**config.mk**
```make
export PLATFORM = sky130hd
export DESIGN_NAME = tpwm_core
export DESIGN_NICKNAME = d
export VERILOG_FILES = /design/src/core/tpwm_pkg.sv /design/src/core/tpwm_core.sv /design/src/core/tpwm_prescale.sv
export SDC_FILE = /design/constraint.sdc
export NUM_CORES = 1
export LEC_CHECK = 0
export BUFFER_PORTS_ARGS = -buffer_cell sky130_fd_sc_hd__buf_2
export CORE_ASPECT_RATIO = 0.75
export CORE_MARGIN = 5
export CORE_UTILIZATION = 49
export DETAILED_ROUTE_END_ITERATION = 6
export PLACE_DENSITY = 0.78
export SLEW_MARGIN = 20
export SYNTH_ARGS = -nofsm -noshare
export SYNTH_HDL_FRONTEND = slang
export SYNTH_SLANG_ARGS = --single-unit
```
**constraint.sdc**
```tcl
create_clock -name pclk -period 3 [get_ports pclk]
set_clock_uncertainty 0.1 [all_clocks]
set_input_delay 0.15 -clock pclk [delete_from_list [all_inputs] [get_ports pclk]]
set_output_delay 0.15 -clock pclk [all_outputs]
set_load 0.02 [all_outputs]
```
**src/core/tpwm_pkg.sv**
```systemverilog
// tpwm_pkg: register map, field positions and reset values of the pwm timer
// assumes an apb slave with 32-bit data, one register per aligned word
package tpwm_pkg;
  localparam logic [7:0]  ADDR_RUN_CTRL    = 8'h00;
  localparam logic [7:0]  ADDR_MODE_CTRL   = 8'h04;
  localparam logic [7:0]  ADDR_OUT_CTRL    = 8'h08;
  localparam logic [7:0]  ADDR_CAPT_EDGE   = 8'h0c;
  localparam logic [7:0]  ADDR_EDGE_SEL    = 8'h10;
  localparam logic [7:0]  ADDR_OPTION      = 8'h14;
  localparam logic [7:0]  ADDR_COUNTER     = 8'h18;
  localparam logic [7:0]  ADDR_PERIOD      = 8'h1c;
  localparam logic [7:0]  ADDR_DUTY        = 8'h20;
  localparam logic [7:0]  ADDR_STATUS      = 8'h24;

  localparam int          RUN_BIT          = 7;
  localparam int          CKS_LSB          = 0;
  localparam int          OE_TOG_BIT       = 0;
  localparam int          OL_TOG_BIT       = 1;
  localparam int          OE_PWM_BIT       = 2;
  localparam int          OL_PWM_BIT       = 3;
  localparam int          EES_LSB          = 2;

  localparam logic [2:0]  MODE_PWM         = 3'h4;
  localparam logic [7:0]  EDGE_SEL_MASK    = 8'h0c;
  localparam logic [15:0] CNT_IDLE         = 16'hffff;
  localparam logic [15:0] CNT_ZERO         = 16'h0000;
  localparam logic [15:0] CMP_RESET        = 16'h0000;
  localparam logic [7:0]  REG8_RESET       = 8'h00;

  // pin outputs travel together
  typedef struct packed {
    logic pwm;
    logic tog;
    logic pwm_oe_n;
    logic tog_oe_n;
  } tpwm_pins_t;
endpackage : tpwm_pkg

```
**src/core/tpwm_core.sv**
```systemverilog
// tpwm_core: 16-bit timer channel in pwm output mode behind an apb slave
// assumes apb master on pclk; pins drive an external load
// Behaviour
// mode field 100 selects pwm
// run bit clears counter ffff to 0000
// toggle pin flips once per period
// active width equals duty shadow
// period is period shadow plus one
// compare rewrites apply at counter clear
// period irq coincides with clear
// duty irq when counter equals duty
// duty write arms the shadow transfer
// software writes period before duty
// period-only change rewrites duty too
// duty-only change writes duty only
// software updates after duty irq
// no rewrite until period irq
// duty zero gives inactive output
// duty period plus one full-on
// counter readback without disturbing count
// edge select holds two-bit field
// capture and option registers ignored
// setup before starting counter
// run bit and clock select field
// polarity and enable of pwm pin
// idle level of disabled toggle pin
// active from clear to duty match
// stopped counter holds ffff
//
// The APB slave port and the placing of the registers were left to the implementer.
module tpwm_core (
  input  wire logic        pclk,
  input  wire logic        presetn,
  input  wire logic        psel,
  input  wire logic        penable,
  input  wire logic        pwrite,
  input  wire logic [7:0]  paddr,
  input  wire logic [31:0] pwdata,
  output logic      [31:0] prdata,
  output logic             pready,
  output logic             pslverr,
  output logic             pwm_out_pin,
  output logic             pwm_out_oe_n,
  output logic             half_rate_toggle_pin,
  output logic             toggle_oe_n,
  output logic             period_match_irq,
  output logic             duty_match_irq
);
  logic [7:0]  run_ctrl_q, run_ctrl_d;
  logic [2:0]  mode_ctrl_q, mode_ctrl_d;
  logic [3:0]  out_ctrl_q, out_ctrl_d;
  logic [7:0]  capt_edge_q, capt_edge_d;
  logic [7:0]  edge_sel_q, edge_sel_d;
  logic [7:0]  option_q, option_d;
  logic [15:0] period_q, period_d;
  logic [15:0] duty_q, duty_d;
  logic [15:0] cnt_q, cnt_d;
  logic [15:0] per_sh_q, per_sh_d;
  logic [15:0] duty_sh_q, duty_sh_d;
  logic        armed_q, armed_d;
  logic        act_q, act_d;
  logic        tog_q, tog_d;
  logic        running_q, running_d;
  logic        pirq_q, pirq_d;
  logic        dirq_q, dirq_d;
  logic [31:0] prdata_q, prdata_d;
  logic        pready_q, pready_d;
  logic        perr_q, perr_d;
  tpwm_pkg::tpwm_pins_t pins_q, pins_d;
  logic        tick;
  logic        wr_acc;
  logic        rd_acc;
  logic        pwm_mode;
  logic        run_en;
  logic        clear_evt;
  logic        acc_first;
  logic [15:0] duty_next;

  // one wait state: answer registered in the first access cycle, the
  // write lands at the edge where the master sees pready high
  assign acc_first = psel && penable && !pready_q;
  assign wr_acc    = psel && penable && pwrite && pready_q;
  assign rd_acc    = acc_first && !pwrite;
  // mode decode gate
  assign pwm_mode = mode_ctrl_q == tpwm_pkg::MODE_PWM;
  // run bit enables
  assign run_en = run_ctrl_q[tpwm_pkg::RUN_BIT] && pwm_mode;
  // clear after period
  assign clear_evt = running_q && tick && cnt_q == per_sh_q;
  // duty value in force after a clear
  assign duty_next = armed_q ? duty_q : duty_sh_q;

  tpwm_prescale u_prescale (
    .pclk    (pclk),
    .presetn (presetn),
    .run     (run_en),
    .sel     (run_ctrl_q[tpwm_pkg::CKS_LSB +: 3]),
    .tick    (tick)
  );

  // register file
  always_comb begin
    run_ctrl_d  = run_ctrl_q;
    mode_ctrl_d = mode_ctrl_q;
    out_ctrl_d  = out_ctrl_q;
    capt_edge_d = capt_edge_q;
    edge_sel_d  = edge_sel_q;
    option_d    = option_q;
    period_d    = period_q;
    duty_d      = duty_q;
    prdata_d    = 32'h0000_0000;
    perr_d      = 1'b0;
    pready_d    = acc_first;
    // error flag must stand with pready, so decode in the first access
    if (acc_first) begin
      case (paddr)
        tpwm_pkg::ADDR_RUN_CTRL, tpwm_pkg::ADDR_MODE_CTRL,
        tpwm_pkg::ADDR_OUT_CTRL, tpwm_pkg::ADDR_CAPT_EDGE,
        tpwm_pkg::ADDR_EDGE_SEL, tpwm_pkg::ADDR_OPTION,
        tpwm_pkg::ADDR_COUNTER, tpwm_pkg::ADDR_PERIOD,
        tpwm_pkg::ADDR_DUTY, tpwm_pkg::ADDR_STATUS: perr_d = 1'b0;
        default: perr_d = 1'b1;
      endcase
    end
    if (wr_acc) begin
      case (paddr)
        tpwm_pkg::ADDR_RUN_CTRL:  run_ctrl_d  = pwdata[7:0] & 8'h87;
        tpwm_pkg::ADDR_MODE_CTRL: mode_ctrl_d = pwdata[2:0];
        tpwm_pkg::ADDR_OUT_CTRL:  out_ctrl_d  = pwdata[3:0];
        // stored, not used
        tpwm_pkg::ADDR_CAPT_EDGE: capt_edge_d = pwdata[7:0];
        // trigger field zero
        tpwm_pkg::ADDR_EDGE_SEL:
          edge_sel_d = pwdata[7:0] & tpwm_pkg::EDGE_SEL_MASK;
        tpwm_pkg::ADDR_OPTION:    option_d    = pwdata[7:0];
        tpwm_pkg::ADDR_PERIOD:    period_d    = pwdata[15:0];
        tpwm_pkg::ADDR_DUTY:      duty_d      = pwdata[15:0];
        // read-only and unmapped offsets keep all state
        default:                  perr_d      = 1'b0;
      endcase
    end
    if (rd_acc) begin
      case (paddr)
        tpwm_pkg::ADDR_RUN_CTRL:  prdata_d = {24'h0, run_ctrl_q};
        tpwm_pkg::ADDR_MODE_CTRL: prdata_d = {29'h0, mode_ctrl_q};
        tpwm_pkg::ADDR_OUT_CTRL:  prdata_d = {28'h0, out_ctrl_q};
        tpwm_pkg::ADDR_CAPT_EDGE: prdata_d = {24'h0, capt_edge_q};
        tpwm_pkg::ADDR_EDGE_SEL:  prdata_d = {24'h0, edge_sel_q};
        tpwm_pkg::ADDR_OPTION:    prdata_d = {24'h0, option_q};
        // live counter read
        tpwm_pkg::ADDR_COUNTER:   prdata_d = {16'h0, cnt_q};
        tpwm_pkg::ADDR_PERIOD:    prdata_d = {16'h0, period_q};
        tpwm_pkg::ADDR_DUTY:      prdata_d = {16'h0, duty_q};
        tpwm_pkg::ADDR_STATUS:
          prdata_d = {28'h0, armed_q, running_q, act_q, tog_q};
        default:                  perr_d   = 1'b1;
      endcase
    end
  end

  always_ff @(posedge pclk or negedge presetn) begin
    if (!presetn) begin
      run_ctrl_q  <= tpwm_pkg::REG8_RESET;
      mode_ctrl_q <= 3'h0;
      out_ctrl_q  <= 4'h0;
      capt_edge_q <= tpwm_pkg::REG8_RESET;
      edge_sel_q  <= tpwm_pkg::REG8_RESET;
      option_q    <= tpwm_pkg::REG8_RESET;
      period_q    <= tpwm_pkg::CMP_RESET;
      duty_q      <= tpwm_pkg::CMP_RESET;
      prdata_q    <= 32'h0000_0000;
      pready_q    <= 1'b0;
      perr_q      <= 1'b0;
    end else begin
      run_ctrl_q  <= run_ctrl_d;
      mode_ctrl_q <= mode_ctrl_d;
      out_ctrl_q  <= out_ctrl_d;
      capt_edge_q <= capt_edge_d;
      edge_sel_q  <= edge_sel_d;
      option_q    <= option_d;
      period_q    <= period_d;
      duty_q      <= duty_d;
      prdata_q    <= prdata_d;
      pready_q    <= pready_d;
      perr_q      <= perr_d;
    end
  end

  // counter, shadows and waveform
  always_comb begin
    cnt_d     = cnt_q;
    per_sh_d  = per_sh_q;
    duty_sh_d = duty_sh_q;
    armed_d   = armed_q;
    act_d     = act_q;
    tog_d     = tog_q;
    running_d = running_q;
    pirq_d    = 1'b0;
    dirq_d    = 1'b0;
    // duty write arms
    if (wr_acc && paddr == tpwm_pkg::ADDR_DUTY) begin
      armed_d = 1'b1;
    end
    if (!run_en) begin
      // idle at ffff
      cnt_d     = tpwm_pkg::CNT_IDLE;
      running_d = 1'b0;
      act_d     = 1'b0;
      armed_d   = 1'b0;
    end else if (!running_q) begin
      // start from ffff
      if (tick) begin
        running_d = 1'b1;
        cnt_d     = tpwm_pkg::CNT_ZERO;
        // shadows load directly
        per_sh_d  = period_q;
        duty_sh_d = duty_q;
        // zero duty never active
        act_d     = duty_q != tpwm_pkg::CMP_RESET;
        dirq_d    = duty_q == tpwm_pkg::CMP_RESET;
        armed_d   = 1'b0;
      end
    end else if (tick) begin
      if (clear_evt) begin
        cnt_d  = tpwm_pkg::CNT_ZERO;
        // irq with clear
        pirq_d = 1'b1;
        // toggle per period
        tog_d  = !tog_q;
        // transfer at clear
        if (armed_q) begin
          per_sh_d  = period_q;
          duty_sh_d = duty_q;
          // duty write in clear cycle re-arms
          armed_d   = wr_acc && paddr == tpwm_pkg::ADDR_DUTY;
        end
        // active from zero
        act_d  = duty_next != tpwm_pkg::CMP_RESET;
        // zero duty still matches once per period
        dirq_d = duty_next == tpwm_pkg::CMP_RESET;
      end else begin
        cnt_d = cnt_q + 16'h0001;
        // duty irq as the count reaches duty
        // inactive at duty, so width equals duty
        // duty above period never matches: full on
        if (cnt_d == duty_sh_q) begin
          dirq_d = 1'b1;
          act_d  = 1'b0;
        end
      end
    end
  end

  always_comb begin
    // polarity and enable
    // pins follow next state so the pin edge lines up with the irq
    pins_d.pwm      = act_d ^ out_ctrl_q[tpwm_pkg::OL_PWM_BIT];
    pins_d.pwm_oe_n = !out_ctrl_q[tpwm_pkg::OE_PWM_BIT];
    // idle level when disabled
    pins_d.tog      = out_ctrl_q[tpwm_pkg::OE_TOG_BIT]
                      ? (tog_d ^ out_ctrl_q[tpwm_pkg::OL_TOG_BIT])
                      : out_ctrl_q[tpwm_pkg::OL_TOG_BIT];
    pins_d.tog_oe_n = !out_ctrl_q[tpwm_pkg::OE_TOG_BIT];
  end

  always_ff @(posedge pclk or negedge presetn) begin
    if (!presetn) begin
      cnt_q     <= tpwm_pkg::CNT_IDLE;
      per_sh_q  <= tpwm_pkg::CMP_RESET;
      duty_sh_q <= tpwm_pkg::CMP_RESET;
      armed_q   <= 1'b0;
      act_q     <= 1'b0;
      tog_q     <= 1'b0;
      running_q <= 1'b0;
      pirq_q    <= 1'b0;
      dirq_q    <= 1'b0;
      pins_q    <= '0;
    end else begin
      cnt_q     <= cnt_d;
      per_sh_q  <= per_sh_d;
      duty_sh_q <= duty_sh_d;
      armed_q   <= armed_d;
      act_q     <= act_d;
      tog_q     <= tog_d;
      running_q <= running_d;
      pirq_q    <= pirq_d;
      dirq_q    <= dirq_d;
      pins_q    <= pins_d;
    end
  end

  assign prdata               = prdata_q;
  assign pready               = pready_q;
  assign pslverr              = perr_q;
  assign pwm_out_pin          = pins_q.pwm;
  assign pwm_out_oe_n         = pins_q.pwm_oe_n;
  assign half_rate_toggle_pin = pins_q.tog;
  assign toggle_oe_n          = pins_q.tog_oe_n;
  assign period_match_irq     = pirq_q;
  assign duty_match_irq       = dirq_q;

  // period irq with zero
  AST_PIRQ_ZERO: assert property (@(posedge pclk) disable iff (!presetn)
    pirq_q |-> cnt_q == tpwm_pkg::CNT_ZERO)
    else $error("period irq without counter clear");
  // stopped counter idles
  AST_IDLE_FFFF: assert property (@(posedge pclk) disable iff (!presetn)
    !run_en ##1 !run_en |-> cnt_q == tpwm_pkg::CNT_IDLE)
    else $error("stopped counter not at ffff");
  // clear follows period
  AST_CLEAR: assert property (@(posedge pclk) disable iff (!presetn)
    clear_evt && run_en |=> cnt_q == tpwm_pkg::CNT_ZERO)
    else $error("counter did not clear at period");
  // duty irq on match
  AST_DIRQ: assert property (@(posedge pclk) disable iff (!presetn)
    dirq_q |-> cnt_q == duty_sh_q)
    else $error("duty irq away from duty match");
  // match raises irq at once
  AST_DIRQ_HIT: assert property (@(posedge pclk) disable iff (!presetn)
    running_q && cnt_q == duty_sh_q && $changed(cnt_q) |-> dirq_q)
    else $error("duty irq missing");
  // toggle flips at clear
  AST_TOG: assert property (@(posedge pclk) disable iff (!presetn)
    pirq_q |-> tog_q != $past(tog_q))
    else $error("toggle did not flip");
  // duty zero stays inactive
  AST_ZERO_DUTY: assert property (@(posedge pclk) disable iff (!presetn)
    running_q && duty_sh_q == tpwm_pkg::CMP_RESET && !armed_q
    && $stable(duty_sh_q) |=> !act_q)
    else $error("zero duty went active");
  // period shadow stays without arm
  AST_NO_ARM: assert property (@(posedge pclk) disable iff (!presetn)
    running_q && run_en && !armed_q |=> $stable(per_sh_q))
    else $error("shadow loaded without arm");
  // enable drives pin
  AST_OE: assert property (@(posedge pclk) disable iff (!presetn)
    out_ctrl_q[tpwm_pkg::OE_PWM_BIT] |=> !pwm_out_oe_n)
    else $error("pwm pin not driven");
  COV_PIRQ: cover property (@(posedge pclk) disable iff (!presetn) pirq_q);
  COV_DIRQ: cover property (@(posedge pclk) disable iff (!presetn) dirq_q);
  COV_LOAD: cover property (@(posedge pclk) disable iff (!presetn)
    armed_q && clear_evt);
  COV_ZERO: cover property (@(posedge pclk) disable iff (!presetn)
    pirq_q && dirq_q);
endmodule : tpwm_core

```
**src/core/tpwm_prescale.sv**
```systemverilog
// tpwm_prescale: count clock enable from pclk divided by 2^sel
// assumes sel is static while the counter runs
module tpwm_prescale (
  input  wire logic       pclk,
  input  wire logic       presetn,
  input  wire logic       run,
  input  wire logic [2:0] sel,
  output logic            tick
);
  logic [7:0] div_q;
  logic [7:0] div_d;
  logic       tick_d;

  always_comb begin
    div_d  = run ? div_q + 8'h01 : 8'h00;
    tick_d = 1'b0;
    if (run) begin
      if (sel == 3'h0) begin
        tick_d = 1'b1;
      end else begin
        tick_d = (div_q & ((8'h01 << sel) - 8'h01)) == 8'h00;
      end
    end
  end

  always_ff @(posedge pclk or negedge presetn) begin
    if (!presetn) begin
      div_q <= 8'h00;
    end else begin
      div_q <= div_d;
    end
  end

  assign tick = tick_d;
endmodule : tpwm_prescale

```
==> impl_metrics.csv, run 1 <==
group,metric,value,unit
clock_network,clock-sinks,144,
finish,ff_latch_area,0.003625,mm^2
sta,setup_violations,0,
finish,multi_input_area,0.003241,mm^2
worst_setup_path,critPathLaunch,"cnt_q[6]$_DFFE_PN1P_",
min_path,hold_class,"in2reg",
synthesis,yosysTopAreaCellShare,44.96,%
synthesis,ys_types,59,
worst_setup_path,crit_type,"reg2reg",
global_route,grt_use_total,21.94,%
detailed_routing,vias_per_cell,5.938,
power,power_frac_comb,3.3,%
synthesis,synth_top_cell_by_area,"dfrtp_1",
clock_network,ctsHtreeMaxLevel,4,
finish,drive_gt1_share,33.29,%
power,cellPowerDensity,486.2,mW/mm^2
power,clkPwrFrac,49.3,%
worst_setup_path,path_max_fanout,7,
synthesis,synth_area_leaders,"dfrtp_1, mux2_2, dfstp_2",
run,cap_violations,0,
finish,diodes,0,
power,peakVddDrop,442.9,uV
detailed_routing,drtIter0Drc,545,
synthesis,ys_seq_area_share,50.86,%
sta,period_minus_slack,2877,ps
global_route,grt_max_degree,71,
worst_setup_path,reg2reg_depth,8,
global_route,antenna_found_initial,0,
outcome,violations,"design-rule violations",
power,power_leakage,4.018,nW
placed_design,port_buffers,52,
die,die_h,114.4,um
worst_setup_path,rrSetupSlack,120,ps
clock_network,worstSkewPairLatency,420,ps
finish,final_area,0.008472,mm^2
detailed_routing,drc,1,
die,core_area,0.01436,mm^2
synthesis,syn_area,0.007124,mm^2
detailed_routing,ant_nets,0,
global_route,grt-ovfl-total,0,
global_route,grt_pass1_wl,29330,um
sta,hold_viol,0,
die,start_util,49.62,%
die,die_width,149.2,um
worst_setup_path,worst_setup_path_start_kind,"flop",
synthesis,synth-edff-count,0,
synthesis,ys.flop_type,"dfrtp_1",
worst_setup_path,cp.arrival,3070,ps
sta,rsz0062_at_grt,"yes",
synthesis,ys_ff_latch,144,
outcome,status,"finished with violations",
sta,fmax,347.6,MHz
power,switching_power,0.9179,mW
detailed_routing,first_pass_iters,7,
sta,tightest_slew,870.3,ps
synthesis,synth.avg_cell_area,11.76,um^2
detailed_routing,wl_per_cell,19.88,um
die,ioPinCount,85,
sta,relSlewSlack,41.84,%
detailed_routing,drt_wl_total,18190,um
worst_setup_path,worst_setup_path_end_kind,"flop",
worst_setup_path,setup.worst_path.end,"pwm_out_pin$_DFF_PN0_",
die,design.die.area,0.01708,mm^2
clock_network,cts_root_buffer,"clkbuf_16",
finish,syn2layout_area_growth,18.91,%
power,intPower,3.201,mW
sta,drv_slew,0,
synthesis,synth_cells,606,
power,seqPwrFrac,47.4,%
placed_design,dp_hpwl,12440,um
clock_network,numCtsBuffers,17,
worst_setup_path,reg2reg_from,"cnt_q[6]$_DFFE_PN1P_",
sta,timing.final.crit_share,95.90,%
clock_network,cts_buffer_depth,2,
global_route,grt_pass1_vias,5500,
clock_network,path_clk_slew,60,ps
die,rows,38,
synthesis,yosys_warnings,0,
synthesis,ys_async_sr_fraction,100.0,%
finish,nNetsFinal,751,
power,total_power,4.119,mW
placed_design,placed_area,0.007632,mm^2
power,swShare,22.28,%
clock_network,cts_tree,"built",
worst_setup_path,critPathRequiredTime,3200,ps
finish,fill_cells,1146,
worst_setup_path,timing.rr.end,"pwm_out_pin$_DFF_PN0_",
placed_design,routabilityCongestion,0.9161,
detailed_routing,vias,5433,
## power groups by stage
| stage | Combinational (mW) | Clock, mW | Sequential (mW) |
|---|---|---|---|
| 3_5_place_dp | 0.115 | 0 | 1.99 |
| 3_3_place_gp | 0.111 | 0 | 1.99 |
| 2_1_floorplan | 0.0487 | 0 | 1.99 |
| 5_1_grt | 0.150 | 2.15 | 1.95 |
| 6_report | 0.135 | 2.03 | 1.95 |
| 4_1_cts | 0.135 | 2.05 | 1.95 |
## routing by layer
layer / global-route usage (%) / wire [um] / vias up
met2: 35.10 / 8626 / 241
met5: 0 / 0 / -
li1: - / - / 2401
met1: 30.85 / 8139 / 2770
met3: 5.224 / 1256 / 21
met4: 4.573 / 169 / 0
## layout make-up
| type | instances | area share, % |
|---|---|---|
| Tap cell | 200 | 2.954 |
| Sequential cell | 144 | 42.79 |
| Clock inverter | 11 | 1.241 |
| Multi-Input combinational cell | 429 | 38.25 |
| Clock buffer | 20 | 5.509 |
| Timing Repair Buffer | 107 | 9.083 |
| Inverter | 4 | 0.1772 |
## sequential cells by signal (all words and copies together) (netlist names), 2 cells and up
register and count:
option_q 8, duty_q 16, per_sh_q 16, edge_sel_q 2, cnt_q 16, duty_sh_q 16, prdata 16, period_q 16
out_ctrl_q 4, u_prescale.div_q 7, run_ctrl_q 4, capt_edge_q 8, mode_ctrl_q 3
## Yosys cell counts, drive strengths merged, types with 3 or more instances
library cell	n
a21oi	13
a221o	4
a221oi	6
a222oi	13
a22o	5
a22oi	11
a31oi	6
and2	3
and3	6
buf	25
clkbuf	19
dfrtp	128
dfstp	16
ha	3
inv	4
mux2	93
mux2i	4
nand2	41
nand2b	4
nand3	17
nand3b	5
nand4	10
nor2	42
nor2b	3
nor3	11
nor3b	3
nor4	15
o21ai	24
o311ai	4
o31a	3
o31ai	3
or3	3
xnor2	32
xor2	12
## worst max-delay path, stage by stage, from the launching register on
cell and delay [ps]:
dfstp_2 660, nand4_4 230, nor4_4 380, xnor2_1 130, nor4_2 240, o2111ai_1 190, o31a_1 360, o31a_1 320
xor2_1 150
## per-stage QoR
| stage | std cells | TNS, ps | worst slack, ps | hold WS (ps) | util, % |
|---|---|---|---|---|---|
| floorplan | 621 | 0 | 135.9 | -245.6 | - |
| global placement | 860 | 0 | 174.1 | 95.13 | 53.15 |
| detailed placement | 860 | 0 | 68.08 | 107.6 | 53.15 |
| CTS | 910 | 0 | 48.95 | 9.636 | 58.46 |
| global route | 915 | -91.36 | -76.63 | 12.95 | 59.00 |
| finish | 915 | 0 | 123.1 | 43.73 | 59.00 |
## worst min-delay path by stage
stage	from	end	slack [ps]	cells after the start
floorplan	presetn	act_q$_DFF_PN0_	-250	0
global placement	presetn	u_prescale.div_q[3]$_DFF_PN0_	100	1
detailed placement	presetn	u_prescale.div_q[3]$_DFF_PN0_	110	1
CTS	pwdata[2]	period_q[2]$_DFFE_PN0P_	10	2
global route	pwdata[2]	option_q[2]$_DFFE_PN0P_	10	2
finish	pwdata[2]	option_q[2]$_DFFE_PN0P_	40	2
## cells in the final DEF, fill, tap and decap left out, drive strengths merged, types with 7 or more instances in the layout
cell type    instances
a21oi               13
xnor2               32
o21ai               24
dfstp               16
buf                 87
nand2               41
nor3                11
a222oi              13
xor2                12
a22oi               11
nand3               17
conb                16
nor2                42
dfrtp              128
mux2                93
inv                  7
nand4               10
dlygate4sd3         19
clkbuf              21
nor4                15
## cells by family (layout without fill, tap and decap cells)
group	after synthesis	count (layout)	share of synthesized area (%)
flip-flops	144	144	50.86
XOR/XNOR	44	44	5.409
AO/OA/AOI/OAI	100	100	10.15
buffers and inverters	48	142	4.777
AND/OR/NAND/NOR	169	169	12.96
other	1	16	0.05264
adder cells (fa/ha/maj)	3	3	0.5269
multiplexers	97	97	15.26
## timing repair
action	in CTS	in global routing
hold buffers	19	0
hold endpoints to repair	103	0
resized for setup	0	6
endpoints found under the setup margin	0	37
buffers inserted	0	4
Power figures use the tool's default switching activity.
==> run 2: changes to the inputs <==
--- a/config.mk
+++ b/config.mk
@@ -5,13 +5,15 @@
 export SDC_FILE = /design/constraint.sdc
 export NUM_CORES = 1
 export LEC_CHECK = 0
+export ABC_AREA = 1
 export BUFFER_PORTS_ARGS = -buffer_cell sky130_fd_sc_hd__buf_2
 export CORE_ASPECT_RATIO = 0.75
 export CORE_MARGIN = 5
 export CORE_UTILIZATION = 49
 export DETAILED_ROUTE_END_ITERATION = 6
-export PLACE_DENSITY = 0.78
+export PLACE_DENSITY = 0.77
 export SLEW_MARGIN = 20
 export SYNTH_ARGS = -nofsm -noshare
 export SYNTH_HDL_FRONTEND = slang
 export SYNTH_SLANG_ARGS = --single-unit
+export TNS_END_PERCENT = 30
==> run 2 against run 1 <==
  * The run still ends with design-rule violations left
  * Sequential power about the same
  * Worst hold slack improved by 89 ps
  * Critical path depth increased by 6
  * Routed wire length increased by 11%
  * First-iteration DRC count increased by 59%
  * Setup slack improved by 160 ps
  * Clock power increased by 5%
  * Largest power group unchanged
  * Critical path type unchanged
  * Design area increased by 3.4%
  * Highest routed layer unchanged
  * Register-to-register slack improved by 160 ps
==> impl_metrics.csv, run 2 <==
group,metric,value,unit
global_route,grt_use_total,22.46,%
placed_design,dpl_worst_slack,279.9,ps
min_path,hold_class,"in2reg",
global_route,grt-ovfl-total,0,
die,ioPinCount,85,
power,switching_power,0.9976,mW
detailed_routing,first_pass_iters,7,
synthesis,ys_ff_latch,144,
detailed_routing,vias_per_cell,5.579,
worst_setup_path,path_max_fanout,15,
global_route,antenna_found_initial,0,
power,total_power,4.237,mW
power,peakVddDrop,448.3,uV
placed_design,routabilityCongestion,0.9288,
die,core_area,0.01522,mm^2
die,die_h,117.7,um
die,die_width,153.6,um
run,cap_violations,0,
finish,fill_cells,1297,
clock_network,clock-sinks,144,
clock_network,cts_tree,"built",
global_route,grt_pass1_wl,32750,um
synthesis,syn_area,0.007579,mm^2
detailed_routing,wl_per_cell,16.95,um
detailed_routing,drtIter0Drc,866,
die,rows,39,
synthesis,synth.avg_cell_area,8.430,um^2
finish,ff_latch_area,0.003623,mm^2
finish,syn2layout_area_growth,15.63,%
sta,fmax,368.2,MHz
die,start_util,49.78,%
global_route,grt_max_degree,83,
sta,rsz0062_at_grt,"no",
synthesis,synthMostInstantiatedCell,"nand2_1",
synthesis,ys_async_sr_fraction,100.0,%
sta,fin_setup_tns,0,ps
sta,layout_setup_ws,284.3,ps
sta,tightest_slew,579.0,ps
sta,hold_viol,0,
worst_setup_path,critical_path.slowest_cell,"dfrtp_1",
sta,period_minus_slack,2716,ps
power,intPower,3.239,mW
synthesis,synth_cells,899,
die,design.die.area,0.01808,mm^2
placed_design,dp_hpwl,14150,um
power,swShare,23.55,%
clock_network,cts_buffer_depth,2,
worst_setup_path,path_cells,"inv_2 -> nand3_1 -> ha_1 -> inv_1 -> o21ai_0 -> nand2_1 -> nand3_2 -> nand4_4 -> nand2_2 -> nand4_4 -> nand2_2 -> inv_2 -> nand3_1 -> a22oi_1",
worst_setup_path,worst_setup_path_start_kind,"flop",
detailed_routing,vias,6650,
detailed_routing,ant_nets,0,
finish,drive_gt1_share,19.25,%
worst_setup_path,worst_setup_path_end_kind,"flop",
synthesis,synth_top_cell_by_area,"dfrtp_1",
power,clkPwrFrac,50.6,%
finish,final_area,0.008763,mm^2
sta,relSlewSlack,61.40,%
sta,drv_slew,0,
finish,nNetsFinal,1022,
synthesis,synth_common_cells,"nand2_1, dfrtp_1, inv_1",
power,cellPowerDensity,483.4,mW/mm^2
synthesis,ys_types,52,
outcome,status,"finished with violations",
synthesis,synth_area_leaders,"dfrtp_1, nand2_1, dfstp_2",
outcome,violations,"design-rule violations",
placed_design,placed_area,0.007966,mm^2
clock_network,numCtsBuffers,17,
power,power_frac_comb,3.4,%
power,seqPwrFrac,46.1,%
placed_design,port_buffers,52,
clock_network,cts_setup_buffers,0,
worst_setup_path,cp.arrival,2960,ps
worst_setup_path,max_stage_delay,480,ps
synthesis,yosysTopAreaCellShare,42.27,%
finish,final_common_cell,"nand2_1",
worst_setup_path,cp_top_family,"simple AND/OR/NAND/NOR gates",
synthesis,synth-edff-count,0,
clock_network,ctsHtreeMaxLevel,4,
sta,timing.final.crit_share,90.52,%
clock_network,worstSkewPairLatency,430,ps
global_route,grt_pass1_vias,6246,
detailed_routing,drt_wl_total,20200,um
finish,diodes,0,
detailed_routing,drc,1,
synthesis,ys.flop_type,"dfrtp_1",
clock_network,path_clk_slew,60,ps
worst_setup_path,cp_num_buf_inv,3,
worst_setup_path,crit_type,"reg2reg",
synthesis,ys_seq_area_share,47.81,%
power,power_leakage,4.314,nW
worst_setup_path,critPathRequiredTime,3240,ps
synthesis,yosys_warnings,0,
finish,final_cell_mix,"nand2_1, dfrtp_1, inv_1",
finish,multi_input_area,0.003349,mm^2
sta,setup_violations,0,
clock_network,cts_root_buffer,"clkbuf_16",
==> run 2: metal layers <==
metal  global-route usage (%)  up-vias  wire length, um
met4                    7.832        0              385
met3                    4.337       36             1748
met1                    33.79     3208             9067
met5                        0        -                0
met2                    32.39      299             9002
li1                         -     3107                -
==> run 2: final timing paths <==
kind / slack [ps] / start / end / cells past startpoint
min: 130 / paddr[0] / prdata[4]$_DFF_PN0_ / 6
max: 280 / run_ctrl_q[1]$_DFFE_PN0P_ / cnt_q[10]$_DFFE_PN1P_ / 14
max reg2reg: 280 / run_ctrl_q[1]$_DFFE_PN0P_ / cnt_q[10]$_DFFE_PN1P_ / 14
min reg2reg: 360 / out_ctrl_q[2]$_DFFE_PN0P_ / pwm_out_oe_n$_DFF_PN0_ / 1
min in group asynchronous: 150 / presetn / pwm_out_oe_n$_DFF_PN0_ / 2
max in group asynchronous: 1770 / presetn / cnt_q[9]$_DFFE_PN1P_ / 3
==> run 2: kinds of logic after synthesis <==
family | share of synthesized area (%)
adders and majority gates | 0.4953
muxes | 0.5943
AOI/OAI and AO/OA | 14.46
buffers and inverters | 8.849
xor gates and xnor gates | 2.906
and+or+nand+nor | 24.83
DFF | 47.81
other | 0.04948
==> run 2: area by class of cell <==
cell class	count	share of cell area, %
clock inverters	15	1.970
well taps	205	2.927
clock buffers	17	4.854
multi-input cells	629	38.22
inverters	99	4.298
flip-flops and latches	144	41.35
repair buffers	83	6.382
==> run 2: power groups by stage <==
stage	clock network, mW	logic, mW	registers (mW)
floorplan	0	0.0574	1.99
finish	2.14	0.142	1.95
global route	2.25	0.159	1.95
detailed placement	0	0.124	1.99
global placement	0	0.122	1.99
CTS	2.16	0.143	1.95
==> run 2: per-stage QoR <==
| stage | util, % | hold slack (ps) | cells |
|---|---|---|---|
| 2_1_floorplan | - | -245.6 | 914 |
| 3_3_place_gp | 52.33 | 64.45 | 1141 |
| 3_5_place_dp | 52.33 | 65.60 | 1141 |
| 4_1_cts | 57.50 | 123.9 | 1192 |
| 5_1_grt | 57.56 | 187.2 | 1192 |
| 6_report | 57.56 | 132.8 | 1192 |
==> run 2: repair_timing <==
| item | in CTS | in global routing |
|---|---|---|
| endpoints found under the hold margin | 101 | 0 |
| gates resized for setup | 0 | 1 |
| setup endpoints to repair | 0 | 7 |
| hold buffers | 19 | 0 |
==> run 2: worst register-to-register path: cells and delay by family (launching register included) <==
family / cells / cell delay (ps)
buf+inv: 3 / 460
fa+ha+maj: 1 / 240
simple gates: 8 / 1080
compound gates: 2 / 280
flops: 1 / 480
